<file path="src/vpdr_defines.vh">
// Constants for the vital product data page responder
`ifndef VPDR_DEFINES_VH
`define VPDR_DEFINES_VH

// AXI4-Lite register byte offsets
`define VPDR_OFS_CMD      8'h00
`define VPDR_OFS_STATUS   8'h04
`define VPDR_OFS_RDPTR    8'h08
`define VPDR_OFS_DATA     8'h0C
`define VPDR_OFS_SERIAL   8'h10
`define VPDR_OFS_IDHI     8'h14
`define VPDR_OFS_IDLO     8'h18
`define VPDR_OFS_IDEXT    8'h1C

// Command register fields
`define VPDR_CMD_PAGE_LSB 0
`define VPDR_CMD_EVPD_BIT 8

// Byte 0 of every page
`define VPDR_PDT          5'h1E
`define VPDR_PQUAL        3'h0

// Page codes
`define VPDR_PG_SUPPORTED 8'h00
`define VPDR_PG_SERIAL    8'h80
`define VPDR_PG_DEVID     8'h83
`define VPDR_PG_POLICY    8'h87
`define VPDR_PG_LIMITS    8'hB0
`define VPDR_PG_CHAR      8'hB1
`define VPDR_PG_PROV      8'hB2

// Page lengths
`define VPDR_LEN_SUPPORTED 16'h0007
`define VPDR_LEN_SERIAL    16'h0004
`define VPDR_LEN_DEVID     16'h000C
`define VPDR_LEN_POLICY    16'h000C
`define VPDR_LEN_LIMITS    16'h003C

// Identification descriptor header
`define VPDR_CODE_SET     5'h2
`define VPDR_PROTO_ID     3'h0
`define VPDR_DESIG_TYPE   4'h1
`define VPDR_ASSOC        2'h0
`define VPDR_DESIG_LEN    8'h08

// Block limits values
`define VPDR_MAX_CAW      8'h00
`define VPDR_OPT_GRAN     16'h0020
`define VPDR_MAX_XFER     32'h00000000
`define VPDR_OPT_XFER     32'h00000020
`define VPDR_MAX_PREFETCH 32'h00000100
`define VPDR_MAX_UNMAP    32'hFFFFFFFF

// Response status codes
`define VPDR_ST_VPD       2'h1
`define VPDR_ST_STD       2'h2
`define VPDR_ST_BAD       2'h3

`endif

</file>
<file path="src/vpdr_page_responder.v">
// AXI4-Lite front end that answers inquiry requests with page images
`timescale 1ns/10ps
`include "vpdr_defines.vh"

// Function
// - Vital-data bit set selects page by code
// - Byte 0 holds type 1Eh, qualifier 0
// - Byte 1 echoes the requested page code
// - Bytes 2-3 give following byte count
// - Supported list: seven codes ascending, length 07h
// - Serial page 80h, length 4, ASCII
// - Identification page 83h, descriptor header fixed
// - Descriptor identical on every access path
// - Protocol-identifier-valid flag cleared
// - Designator length 8, company and extension
// - Policy page 87h, 4-byte descriptors
// - Three policy descriptors with given codes
// - Block limits B0h, compare-write length zero
// - Optimal granularity and length are 20h
// - Maximum transfer length reported as zero
// - Maximum prefetch length is 100h blocks
// - Maximum unmap count all ones
// - Cleared bit, code zero: standard data
module vpdr_page_responder #(
  parameter [31:0] SERIAL_INIT = 32'h30303031, // Arbitrary default serial
  parameter [31:0] IDHI_INIT   = 32'h00000000, // Arbitrary company id
  parameter [31:0] IDLO_INIT   = 32'h00000000  // Arbitrary extension id
) (
  input  wire        clk,          // 10 MHz clock
  input  wire        rst_b,        // Sync reset, active low
  input  wire [7:0]  s_axi_awaddr, // Write address
  input  wire        s_axi_awvalid,// Write address valid
  output reg         s_axi_awready,// Write address ready
  input  wire [31:0] s_axi_wdata,  // Write data
  input  wire [3:0]  s_axi_wstrb,  // Write strobes
  input  wire        s_axi_wvalid, // Write data valid
  output reg         s_axi_wready, // Write data ready
  output reg  [1:0]  s_axi_bresp,  // Write response
  output reg         s_axi_bvalid, // Write response valid
  input  wire        s_axi_bready, // Write response ready
  input  wire [7:0]  s_axi_araddr, // Read address
  input  wire        s_axi_arvalid,// Read address valid
  output reg         s_axi_arready,// Read address ready
  output reg  [31:0] s_axi_rdata,  // Read data
  output reg  [1:0]  s_axi_rresp,  // Read response
  output reg         s_axi_rvalid, // Read data valid
  input  wire        s_axi_rready  // Read data ready
);

  localparam [1:0] W_IDLE = 2'h0;
  localparam [1:0] W_RESP = 2'h1;

  reg  [1:0]  wState_reg;
  reg  [7:0]  awAddr_reg;
  reg         awHave_reg;
  reg  [31:0] wData_reg;
  reg  [3:0]  wStrb_reg;
  reg         wHave_reg;
  reg  [7:0]  pageCode_reg;
  reg         evpd_reg;
  reg  [1:0]  status_reg;
  reg  [5:0]  rdPtr_reg;
  reg  [31:0] serial_reg;
  reg  [31:0] idHi_reg;
  reg  [31:0] idLo_reg;
  reg  [7:0]  idExt_reg;
  wire [7:0]  pageByte;
  wire        pageKnown;
  wire [15:0] pageLen;
  reg  [5:0]  romIdx;
  reg  [31:0] rdWord;
  reg         rdOk;
  reg  [7:0]  rdAddr_reg;
  reg         rdPend_reg;

  // Merge strobed bytes into an existing word
  function [31:0] strobeMerge;
    input [31:0] oldVal;
    input [31:0] newVal;
    input [3:0]  strb;
    integer      i;
    begin
      strobeMerge = oldVal;
      for (i = 0; i < 4; i = i + 1) begin
        if (strb[i])
          strobeMerge[i*8 +: 8] = newVal[i*8 +: 8];
      end
    end
  endfunction

  // One byte of the current page per read of the data window
  vpdr_page_rom uRom (
    .pageCode  (pageCode_reg),
    .byteIdx   (romIdx),
    .serialNum (serial_reg),
    .companyId (idHi_reg[23:0]),
    .extId     ({idLo_reg, idExt_reg}),
    .pageByte  (pageByte),
    .pageKnown (pageKnown),
    .pageLen   (pageLen)
  );

  always @* begin
    romIdx = rdPtr_reg;
  end

  // Write channel: address and data captured in either order
  always @(posedge clk) begin
    if (!rst_b) begin
      wState_reg    <= W_IDLE;
      awHave_reg    <= 1'b0;
      wHave_reg     <= 1'b0;
      awAddr_reg    <= 8'h00;
      wData_reg     <= 32'h00000000;
      wStrb_reg     <= 4'h0;
      s_axi_awready <= 1'b0;
      s_axi_wready  <= 1'b0;
      s_axi_bvalid  <= 1'b0;
      s_axi_bresp   <= 2'h0;
      pageCode_reg  <= `VPDR_PG_SUPPORTED;
      evpd_reg      <= 1'b0;
      status_reg    <= 2'h0;
      serial_reg    <= SERIAL_INIT;
      idHi_reg      <= IDHI_INIT;
      idLo_reg      <= IDLO_INIT;
      idExt_reg     <= 8'h00;
    end else begin
      s_axi_awready <= 1'b0;
      s_axi_wready  <= 1'b0;
      case (wState_reg)
        W_IDLE: begin
          if (s_axi_awvalid && !awHave_reg && !s_axi_awready) begin
            s_axi_awready <= 1'b1;
          end
          if (s_axi_awvalid && s_axi_awready) begin
            awAddr_reg <= s_axi_awaddr;
            awHave_reg <= 1'b1;
          end
          if (s_axi_wvalid && !wHave_reg && !s_axi_wready) begin
            s_axi_wready <= 1'b1;
          end
          if (s_axi_wvalid && s_axi_wready) begin
            wData_reg <= s_axi_wdata;
            wStrb_reg <= s_axi_wstrb;
            wHave_reg <= 1'b1;
          end
          if (awHave_reg && wHave_reg) begin
            awHave_reg   <= 1'b0;
            wHave_reg    <= 1'b0;
            s_axi_bvalid <= 1'b1;
            s_axi_bresp  <= 2'h0;
            wState_reg   <= W_RESP;
            case (awAddr_reg & 8'hFC)
              `VPDR_OFS_CMD: begin
                if (wStrb_reg[0])
                  pageCode_reg <= wData_reg[`VPDR_CMD_PAGE_LSB +: 8];
                if (wStrb_reg[1])
                  evpd_reg <= wData_reg[`VPDR_CMD_EVPD_BIT];
                // A new command rewinds the page and grades the request
                if (wStrb_reg[0] || wStrb_reg[1])
                  status_reg <= 2'h0;
              end
              `VPDR_OFS_SERIAL: serial_reg <= strobeMerge(serial_reg, wData_reg, wStrb_reg);
              `VPDR_OFS_IDHI:   idHi_reg   <= strobeMerge(idHi_reg, wData_reg, wStrb_reg);
              `VPDR_OFS_IDLO:   idLo_reg   <= strobeMerge(idLo_reg, wData_reg, wStrb_reg);
              `VPDR_OFS_IDEXT:  idExt_reg  <= wStrb_reg[0] ? wData_reg[7:0] : idExt_reg;
              `VPDR_OFS_STATUS, `VPDR_OFS_RDPTR, `VPDR_OFS_DATA: s_axi_bresp <= 2'h0;
              default: s_axi_bresp <= 2'h2;
            endcase
          end else if (status_reg == 2'h0) begin
            if (evpd_reg && pageKnown)
              status_reg <= `VPDR_ST_VPD;
            else if (!evpd_reg && pageCode_reg == 8'h00)
              status_reg <= `VPDR_ST_STD;
            else
              status_reg <= `VPDR_ST_BAD;
          end
        end
        W_RESP: begin
          if (s_axi_bready) begin
            s_axi_bvalid <= 1'b0;
            wState_reg   <= W_IDLE;
          end
        end
        default: wState_reg <= W_IDLE;
      endcase
    end
  end

  // Read decode; data window only yields page bytes for a valid VPD request
  always @* begin
    rdOk   = 1'b1;
    rdWord = 32'h00000000;
    case (rdAddr_reg & 8'hFC)
      `VPDR_OFS_CMD:    rdWord = {23'h000000, evpd_reg, pageCode_reg};
      `VPDR_OFS_STATUS: rdWord = {14'h0000, pageLen, status_reg};
      `VPDR_OFS_RDPTR:  rdWord = {26'h0000000, rdPtr_reg};
      `VPDR_OFS_DATA:   rdWord = (status_reg == `VPDR_ST_VPD) ? {24'h000000, pageByte} : 32'h00000000;
      `VPDR_OFS_SERIAL: rdWord = serial_reg;
      `VPDR_OFS_IDHI:   rdWord = {8'h00, idHi_reg[23:0]};
      `VPDR_OFS_IDLO:   rdWord = idLo_reg;
      `VPDR_OFS_IDEXT:  rdWord = {24'h000000, idExt_reg};
      default:          rdOk = 1'b0;
    endcase
  end

  // Read channel; each read of the data window advances the byte pointer until it reaches 3Fh
  always @(posedge clk) begin
    if (!rst_b) begin
      s_axi_arready <= 1'b0;
      s_axi_rvalid  <= 1'b0;
      s_axi_rdata   <= 32'h00000000;
      s_axi_rresp   <= 2'h0;
      rdAddr_reg    <= 8'h00;
      rdPend_reg    <= 1'b0;
      rdPtr_reg     <= 6'h00;
    end else begin
      s_axi_arready <= 1'b0;
      if (!rdPend_reg && !s_axi_rvalid && s_axi_arvalid && !s_axi_arready) begin
        s_axi_arready <= 1'b1;
      end
      if (s_axi_arvalid && s_axi_arready) begin
        rdAddr_reg <= s_axi_araddr;
        rdPend_reg <= 1'b1;
      end
      if (rdPend_reg) begin
        rdPend_reg   <= 1'b0;
        s_axi_rvalid <= 1'b1;
        s_axi_rdata  <= rdWord;
        s_axi_rresp  <= rdOk ? 2'h0 : 2'h2;
        // Pointer stops at the last byte so over-reads return zero padding
        if ((rdAddr_reg & 8'hFC) == `VPDR_OFS_DATA && rdPtr_reg != 6'h3F)
          rdPtr_reg <= rdPtr_reg + 6'h01;
      end
      if (s_axi_rvalid && s_axi_rready) begin
        s_axi_rvalid <= 1'b0;
      end
      // Rewind comes last so a new command wins over a data read in the same cycle
      if (s_axi_awvalid && s_axi_awready && (s_axi_awaddr & 8'hFC) == `VPDR_OFS_CMD) begin
        rdPtr_reg <= 6'h00;
      end
    end
  end

endmodule

</file>
<file path="src/vpdr_page_rom.v">
// Byte image generator for the vital product data pages
`timescale 1ns/10ps
`include "vpdr_defines.vh"

module vpdr_page_rom (
  input  wire [7:0]  pageCode,   // Selected page code
  input  wire [5:0]  byteIdx,    // Byte index in the page
  input  wire [31:0] serialNum,  // Four ASCII serial characters
  input  wire [23:0] companyId,  // Company identifier
  input  wire [39:0] extId,      // Vendor extension identifier
  output reg  [7:0]  pageByte,   // Byte value at byteIdx
  output reg         pageKnown,  // Page code is implemented
  output reg  [15:0] pageLen     // Page length field
);

  // Policy descriptors are 4 bytes each: code, subpage, flags, reserved
  function [7:0] policyByte;
    input [4:0] off;
    reg   [2:0] d;
    begin
      d = off[4:2];
      policyByte = 8'h00;
      case (off[1:0])
        2'h0: begin
          case (d)
            3'h0: policyByte = 8'h01;
            3'h1: policyByte = 8'h08;
            3'h2: policyByte = 8'h0A;
            default: policyByte = 8'h3F;
          endcase
        end
        2'h1: policyByte = (d == 3'h4) ? 8'hFF : 8'h00;
        2'h2: policyByte = (d < 3'h2) ? 8'h80 : 8'h00;
        default: policyByte = 8'h00;
      endcase
    end
  endfunction

  // One byte of a 32-bit field, byte 3 being the most significant
  function [7:0] fieldByte;
    input [31:0] val;
    input [1:0]  sel;
    begin
      fieldByte = val[sel*8 +: 8];
    end
  endfunction

  always @* begin
    pageKnown = 1'b1;
    pageLen   = 16'h0000;
    pageByte  = 8'h00;
    case (pageCode)
      `VPDR_PG_SUPPORTED: pageLen = `VPDR_LEN_SUPPORTED;
      `VPDR_PG_SERIAL:    pageLen = `VPDR_LEN_SERIAL;
      `VPDR_PG_DEVID:     pageLen = `VPDR_LEN_DEVID;
      `VPDR_PG_POLICY:    pageLen = `VPDR_LEN_POLICY;
      `VPDR_PG_LIMITS:    pageLen = `VPDR_LEN_LIMITS;
      default:            pageKnown = 1'b0;
    endcase
    // Common header, MSB first
    if (byteIdx == 6'h00)
      pageByte = {`VPDR_PQUAL, `VPDR_PDT};
    else if (byteIdx == 6'h01)
      pageByte = pageCode;
    else if (byteIdx == 6'h02)
      pageByte = pageLen[15:8];
    else if (byteIdx == 6'h03)
      pageByte = pageLen[7:0];
    else if ({10'h000, byteIdx} < pageLen + 16'h0004) begin
      case (pageCode)
        `VPDR_PG_SUPPORTED: begin
          case (byteIdx)
            6'h05: pageByte = `VPDR_PG_SERIAL;
            6'h06: pageByte = `VPDR_PG_DEVID;
            6'h07: pageByte = `VPDR_PG_POLICY;
            6'h08: pageByte = `VPDR_PG_LIMITS;
            6'h09: pageByte = `VPDR_PG_CHAR;
            6'h0A: pageByte = `VPDR_PG_PROV;
            default: pageByte = `VPDR_PG_SUPPORTED;
          endcase
        end
        `VPDR_PG_SERIAL: begin
          case (byteIdx)
            6'h04: pageByte = serialNum[31:24];
            6'h05: pageByte = serialNum[23:16];
            6'h06: pageByte = serialNum[15:8];
            default: pageByte = serialNum[7:0];
          endcase
        end
        `VPDR_PG_DEVID: begin
          // Descriptor has no path input, only the id registers, so every path sees the same image
          case (byteIdx)
            6'h04: pageByte = {`VPDR_PROTO_ID, `VPDR_CODE_SET};
            6'h05: pageByte = {1'b0, 1'b0, `VPDR_ASSOC, `VPDR_DESIG_TYPE};
            6'h07: pageByte = `VPDR_DESIG_LEN;
            6'h08: pageByte = companyId[23:16];
            6'h09: pageByte = companyId[15:8];
            6'h0A: pageByte = companyId[7:0];
            6'h0B: pageByte = extId[39:32];
            6'h0C: pageByte = extId[31:24];
            6'h0D: pageByte = extId[23:16];
            6'h0E: pageByte = extId[15:8];
            6'h0F: pageByte = extId[7:0];
            default: pageByte = 8'h00;
          endcase
        end
        `VPDR_PG_POLICY:
          pageByte = policyByte(byteIdx[4:0] - 5'h04);
        `VPDR_PG_LIMITS: begin
          case (byteIdx)
            6'h05: pageByte = `VPDR_MAX_CAW;
            6'h06: pageByte = fieldByte({16'h0000, `VPDR_OPT_GRAN}, 2'h1);
            6'h07: pageByte = fieldByte({16'h0000, `VPDR_OPT_GRAN}, 2'h0);
            6'h08: pageByte = fieldByte(`VPDR_MAX_XFER, 2'h3);
            6'h09: pageByte = fieldByte(`VPDR_MAX_XFER, 2'h2);
            6'h0A: pageByte = fieldByte(`VPDR_MAX_XFER, 2'h1);
            6'h0B: pageByte = fieldByte(`VPDR_MAX_XFER, 2'h0);
            6'h0C: pageByte = fieldByte(`VPDR_OPT_XFER, 2'h3);
            6'h0D: pageByte = fieldByte(`VPDR_OPT_XFER, 2'h2);
            6'h0E: pageByte = fieldByte(`VPDR_OPT_XFER, 2'h1);
            6'h0F: pageByte = fieldByte(`VPDR_OPT_XFER, 2'h0);
            6'h10: pageByte = fieldByte(`VPDR_MAX_PREFETCH, 2'h3);
            6'h11: pageByte = fieldByte(`VPDR_MAX_PREFETCH, 2'h2);
            6'h12: pageByte = fieldByte(`VPDR_MAX_PREFETCH, 2'h1);
            6'h13: pageByte = fieldByte(`VPDR_MAX_PREFETCH, 2'h0);
            6'h14: pageByte = fieldByte(`VPDR_MAX_UNMAP, 2'h3);
            6'h15: pageByte = fieldByte(`VPDR_MAX_UNMAP, 2'h2);
            6'h16: pageByte = fieldByte(`VPDR_MAX_UNMAP, 2'h1);
            6'h17: pageByte = fieldByte(`VPDR_MAX_UNMAP, 2'h0);
            default: pageByte = 8'h00;
          endcase
        end
        default: pageByte = 8'h00;
      endcase
    end
  end

endmodule

</file>
<file path="config.mk">
export PLATFORM = sky130hd
export DESIGN_NAME = vpdr_page_responder
export DESIGN_NICKNAME = d
export VERILOG_FILES = /design/src/vpdr_page_responder.v /design/src/vpdr_page_rom.v
export VERILOG_INCLUDE_DIRS = /design/src
export SDC_FILE = /design/constraint.sdc
export NUM_CORES = 1
export LEC_CHECK = 0
export ABC_AREA = 1
export BUFFER_PORTS_ARGS = -buffer_cell sky130_fd_sc_hd__buf_2
export CORE_MARGIN = 2
export CORE_UTILIZATION = 50
export CTS_CLUSTER_DIAMETER = 200
export CTS_CLUSTER_SIZE = 40
export DETAILED_ROUTE_END_ITERATION = 7
export HOLD_SLACK_MARGIN = 0.02
export PLACE_DENSITY = 0.7
export SYNTH_ARGS = -nofsm -noshare
export SYNTH_HDL_FRONTEND = slang
export SYNTH_SLANG_ARGS = --single-unit
</file>
<file path="constraint.sdc">
create_clock -name clk -period 6.25 [get_ports clk]
set_clock_uncertainty 0.15 [all_clocks]
set_input_delay 0.9375 -clock clk [delete_from_list [all_inputs] [get_ports clk]]
set_output_delay 0.9375 -clock clk [all_outputs]
set_load 0.02 [all_outputs]
</file>
# [Word level (Yosys, flattened, before mapping)]
# Memory sizes are Yosys's and may differ from the RTL's. A register that Yosys moved wholly into a read port is not among the register bits.
# Cells that the tools add are included.
[totals] memories=1 word_cells=196 romBits=256 ramBits=0 output_inout_bits=41 register_bits=211 latchBits=0 in_bits=59
[op_classes] n_mux=43 bitwise_logic=1 n_eq_ne=45 n_div=0 n_reduce_logical=69 multipliers=0 shifts=0 addsub=3 magnitude_cmp=2
[mem_list] memory="(no name shown)" words=32 width=8 read_ports=1 rd_ports_with_merged_regs=1 write_ports=0 line="vpdr_page_rom.v:110" text="case (byteIdx)"
[op_table] operator="$pmux W32 S8" count=1
[op_table] operator="$pmux W8 S11" count=1
[op_table] operator="$eq A6 B3 Y1 const B" count=12
[op_table] operator="$mux W8" count=9
[op_table] operator="$reduce_and A4 Y1" count=15
[op_table] operator="$eq A6 B4 Y1 const B" count=8
[op_table] operator="$pmux W8 S3" count=2
[op_table] operator="$pmux W8 S6" count=1
[op_table] operator="$pmux W8 S5" count=1
[op_table] operator="$eq A6 B2 Y1 const B" count=6
[op_table] operator="$eq A8 B8 Y1 const B" count=4
[op_table] operator="$logic_not A8 Y1" count=4
[op_table] operator="$pmux W6 S4" count=1
[op_table] operator="$eq A6 B1 Y1 const B" count=3
[op_table] operator="$mux W2" count=9
[op_table] operator="$pmux W6 S3" count=1
[op_table] operator="$logic_and A1 B1 Y1" count=16
[op_table] operator="$lt A6 B16 Y1" count=1
[op_table] operator="$reduce_and A2 Y1" count=8
[op_table] operator="$reduce_or A8 Y1" count=2
[op_table] operator="$mux W1" count=13
[op_table] operator="$mux W5" count=2
[op_table] operator="$logic_not A1 Y1" count=8
[op_table] operator="$reduce_bool A2 Y1" count=4
[op_table] operator="other kinds (22)" count=31

# [Logic depth before layout (Yosys ltp)]
[depth] depth_word=12 mapped_depth=21 mapped_depth_nobuf=21

# [Cells and area by module]
# Synthesis repeated with hierarchy kept, for this count alone.
[hier_totals] hier_cells=1658 area_unflattened_um2=10821.6
[by_module_without_submodules] mod="vpdr_page_responder" cells_each=1263 area_each_um2=8874.8 seq_area_each_um2=4063.9 instances=1
[by_module_without_submodules] mod="vpdr_page_rom" cells_each=395 area_each_um2=1946.9 seq_area_each_um2=0.0 instances=1

# [Worst setup path before layout]
# OpenSTA, ideal clock, no wires.
[synth_timing] path_type="register to register" start="register pageCode_reg[0]" end="register s_axi_rdata[5]" t_required_ns=6.041 setup_ns=0.059 setup_slack_ns=3.954 n_path_buf=0 path_stages_with_launch=21 period_less_slack_ns=2.296 arrival_time_ns=2.087 path_cell_list="dfxtp_1 > nor2_1 > nand2_1 > inv_1 > nand2_1 > inv_2 > nor2_1 > nand2_2 > ha_1 > nand2_1 > inv_1 > nand2_1 > nand2_1 > a21oi_4 > and2_1 > nand2_1 > nand2_1 > nand2_1 > nand2_1 > nand2_1 > nand2_1"
[synth_between] elab_chain_len=12 elab_cells_between_ends=17 classes_between="add/sub (1); order compare (1); eq/ne (4); mux (9); reduce/logical (2)"
[synth_lines] item="start, declared" line="vpdr_page_responder.v:59" text="reg [7:0] pageCode_reg;"
[synth_lines] item="start signal, assigned" line="vpdr_page_responder.v:120" text="pageCode_reg <= `VPDR_PG_SUPPORTED;"
[synth_lines] item="start signal, assigned" line="vpdr_page_responder.v:156" text="pageCode_reg <= wData_reg[`VPDR_CMD_PAGE_LSB +: 8];"
[synth_lines] item="$eq A8 B8 Y1" line="vpdr_page_rom.v:52, vpdr_page_rom.v:70"
[synth_lines] item="$reduce_or A2 Y1 (no line)"
[synth_lines] item="$pmux W6 S4" line="vpdr_page_rom.v:52" text="case (pageCode)"
[synth_lines] item="$add A6 B3 Y7" line="vpdr_page_rom.v:69" text="else if ({10'h000, byteIdx} < pageLen + 16'h0004) begin"
[synth_lines] item="$lt A6 B16 Y1" line="vpdr_page_rom.v:69"
[synth_lines] item="$mux W8" line="vpdr_page_rom.v:69"
[synth_lines] item="$mux W8" line="vpdr_page_rom.v:67" text="else if (byteIdx == 6'h03)"
[synth_lines] item="$mux W8" line="vpdr_page_rom.v:65" text="else if (byteIdx == 6'h02)"
[synth_lines] item="$mux W8" line="vpdr_page_rom.v:63" text="else if (byteIdx == 6'h01)"
[synth_lines] item="$mux W8" line="vpdr_page_rom.v:61" text="if (byteIdx == 6'h00)"
[synth_lines] item="$mux W8" line="vpdr_page_responder.v:198" text="`VPDR_OFS_DATA: rdWord = (status_reg == `VPDR_ST_VPD) ? {24'h000000, pageByte} : 32'h00000000;"
[synth_lines] item="$pmux W32 S8 *" line="vpdr_page_responder.v:194" text="case (rdAddr_reg & 8'hFC)"
[synth_lines] item="end signal, assigned" line="vpdr_page_responder.v:229" text="s_axi_rdata <= rdWord;"
[synth_lines] item="end, declared" line="vpdr_page_responder.v:44" text="output reg [31:0] s_axi_rdata,"
# Every way passes the cells marked *; elsewhere a longest branch is shown, timed or not.
# A chain may end at the register's enable or synchronous reset.

# [Worst setup path after layout]
[layout_timing] start="register pageCode_reg[1]" end="register s_axi_rdata[1]"
# Same word-level chain as after synthesis.

==> results.cfg <==
[run_status]
outcome = complete, no violations

[logic_synthesis]
yosysUniqueCellTypes = 42
synth_edf_count = 0
synth.top_cells.by_area = dfxtp_1, nand2_1, o21ai_0, nor2_1, a21oi_1
async_flop_share = 0
synth-seq-cells = 206
ys_seq_area_frac = 0.4209
ys.flop_type = dfxtp_1
netlist.area_leader.share = 0.4209
netlist_instances = 1436
yosys_warnings = 0
yosys.area.top_type = dfxtp_1
avgSynthCellArea_um2 = 6.823
syn_area_um2 = 9798

[clocking]
numClockSinks = 206
clk_path_buf_depth = 3
root_buffer = clkbuf_16
clk_latency_ns = 0.48
htreeDepth = 1
cts_tree = built
clk_transition_reported_paths_ns = 0.15
postCtsHoldBufs = 0
cts_setup_buffers = 0
ctsResizeCount = 0
cts_made_buffers = 9

[critical_path]
startpoint_type = flop
worstSetupPathType = flop to flop
critPathSlowestCell = dfxtp_1
cp.required_ns = 6.54
crit_arrival_ns = 3.29
path_delay_family = simple AND/OR/NAND/NOR gates
endpoint_kind = flop
crit_top_cell = nand2_1
path_max_fanout = 7
critPathBufInv = 3
slowest_delay_ns = 0.52
path_cells = nor2_1, nand2_1, inv_1, nand2_1, inv_2, nor2_1, nand2_2, ha_1, nand2_1, inv_1, nand2_1, nand2_1, a21oi_4, nand2_1, nand2_1, nand2_1, nand2_1, nand2_1, nand2_1, nand2_1, nand2_1

[detailed_routing]
ant_nets = 0
first_pass_iters = 5
vias_per_cell = 5.507
wl_per_cell_um = 17.72
wl_um = 31170
num_vias = 9686
drc_errors = 0
drt-initial-drc-count = 969

[power]
power_leakage_nw = 4.544
p_total_w = 0.002171
p_per_area_nw_per_um2 = 203.5
ir_worst_vdd_mv = 0.2745

[global_routing]
grt_pass1_vias = 8493
grt_pass1_wl_um = 47620
antenna_found_initial = 0
grt_usage = 0.3003
grt_max_degree = 80
grt.overflow.total = 0

[sta]
fmax_ghz = 0.3335
rsz0062_at_grt = no
finalCriticalPeriod_ns = 2.998
slew_headroom = 0.3506
tns_ns = 0
slew_viol_final = 0
setup_violations = 0
timing_hold_violations_final = 0
fin_crit_sh = 0.4798
worstMarginPinSlew_ns = 0.9705

[layout]
areaGrowthSynthToFinish_pct = 8.875
most-common-layout-cells = nand2_1, dfxtp_1, nor2_1
final_common_cell = nand2_1
n_fill_cell = 2018
stdcell_area_um2 = 10670
nets = 1568
drive_gt1_frac = 0.1031
diodes = 0

[min_path]
hp-class = flop to flop

[place]
place_area_um2 = 10410
place.port_buffers = 93
gp_congestion = 1.016
post-dp-hpwl_um = 24030

[floorplan]
dieArea_um2 = 20730
io_pins = 100
dieWidth_um = 144.0
std_cell_rows = 51
core_area_um2 = 19330
start_util = 0.5068
die_height_um = 144.0

[job]
maxCapViolations = 0
power by group:
group / switching [W] / total (W) / leakage (nW) / internal [W]
Sequential: 0.0000183 / 0.00135 / 1.67 / 0.00133
Combinational: 0.0000876 / 0.000130 / 2.76 / 0.0000420
Clock: 0.000418 / 0.000690 / 0.122 / 0.000272
Total: 0.000524 / 0.00217 / 4.54 / 0.00165
through the flow:
stage	utilization	worst slack, ns	instances	hold WS, ns
global route	0.5517	3.074	1759	0.3291
detailed placement	0.5385	3.282	1749	0.2853
floorplan	-	3.954	1437	0.2800
global placement	0.5385	3.328	1749	0.2766
CTS	0.5517	3.357	1759	0.3105
finish	0.5517	3.252	1759	0.3070
metal layers:
layer  wire (um)  part of all wire  vias up  global-route usage
li1            -                 -     4798                   -
met1       14810              0.48     4427              0.4478
met2       12980              0.42      407              0.4459
met3        2571             0.082       54             0.05166
met4         805             0.026        0             0.08308
met5           0                 0        -                   0
cells in the mapped netlist, types with 3 or more instances:
library cell and count:
a211oi_1 7, a21oi_1 117, a221oi_1 11, a22oi_1 9
a31oi_1 3, buf_2 12, buf_4 3, clkbuf_1 34
dfxtp_1 206, ha_1 14, inv_1 143, inv_2 10
nand2_1 324, nand2_2 8, nand3_1 65, nand4_1 5
nor2_1 199, nor2_2 12, nor2_4 6, nor3_1 17
o2111ai_1 4, o211ai_1 4, o21ai_0 173, o21ai_1 9
o22ai_1 18, xor2_1 3
worst register-to-register path: cells and delay by family, from the launching register on:
family          cells  cell delay [ns]
fa+ha+maj           1             0.31
flops               1             0.52
compound gates      1             0.22
buf+inv             3             0.23
simple gates       16             1.51
final cells by class:
class | instances | area, um2 | share of cell area
clock buffer | 9 | 225.2 | 0.02111
sequential | 206 | 4124 | 0.3866
clock inverter | 1 | 30.03 | 0.002815
tap | 265 | 331.6 | 0.03108
timing repair buffer | 99 | 513.0 | 0.04809
inverter | 155 | 581.8 | 0.05454
multi-input combinational | 1024 | 4862 | 0.4558
path summary, 6_finish.rpt:
check	start	cells past startpoint	slack [ns]	end
hold reg to reg	s_axi_rdata[1]$_SDFFE_PN0P_	2	0.31	s_axi_rdata[1]$_SDFFE_PN0P_
hold / removal	s_axi_rdata[1]$_SDFFE_PN0P_	2	0.31	s_axi_rdata[1]$_SDFFE_PN0P_
setup reg to reg	pageCode_reg[1]$_SDFFE_PN0P_	21	3.25	s_axi_rdata[1]$_SDFFE_PN0P_
setup / recovery	pageCode_reg[1]$_SDFFE_PN0P_	21	3.25	s_axi_rdata[1]$_SDFFE_PN0P_
kinds of logic after synthesis:
logic type                 synth area share
adders and majority gates           0.01788
other                             0.0003827
and+or+nand+nor                      0.2756
AOI/OAI and AO/OA                    0.1991
xor gates and xnor gates           0.002682
DFF                                  0.4209
buffers and inverters               0.08351
Note: power is estimated with default switching activity, not from simulation.
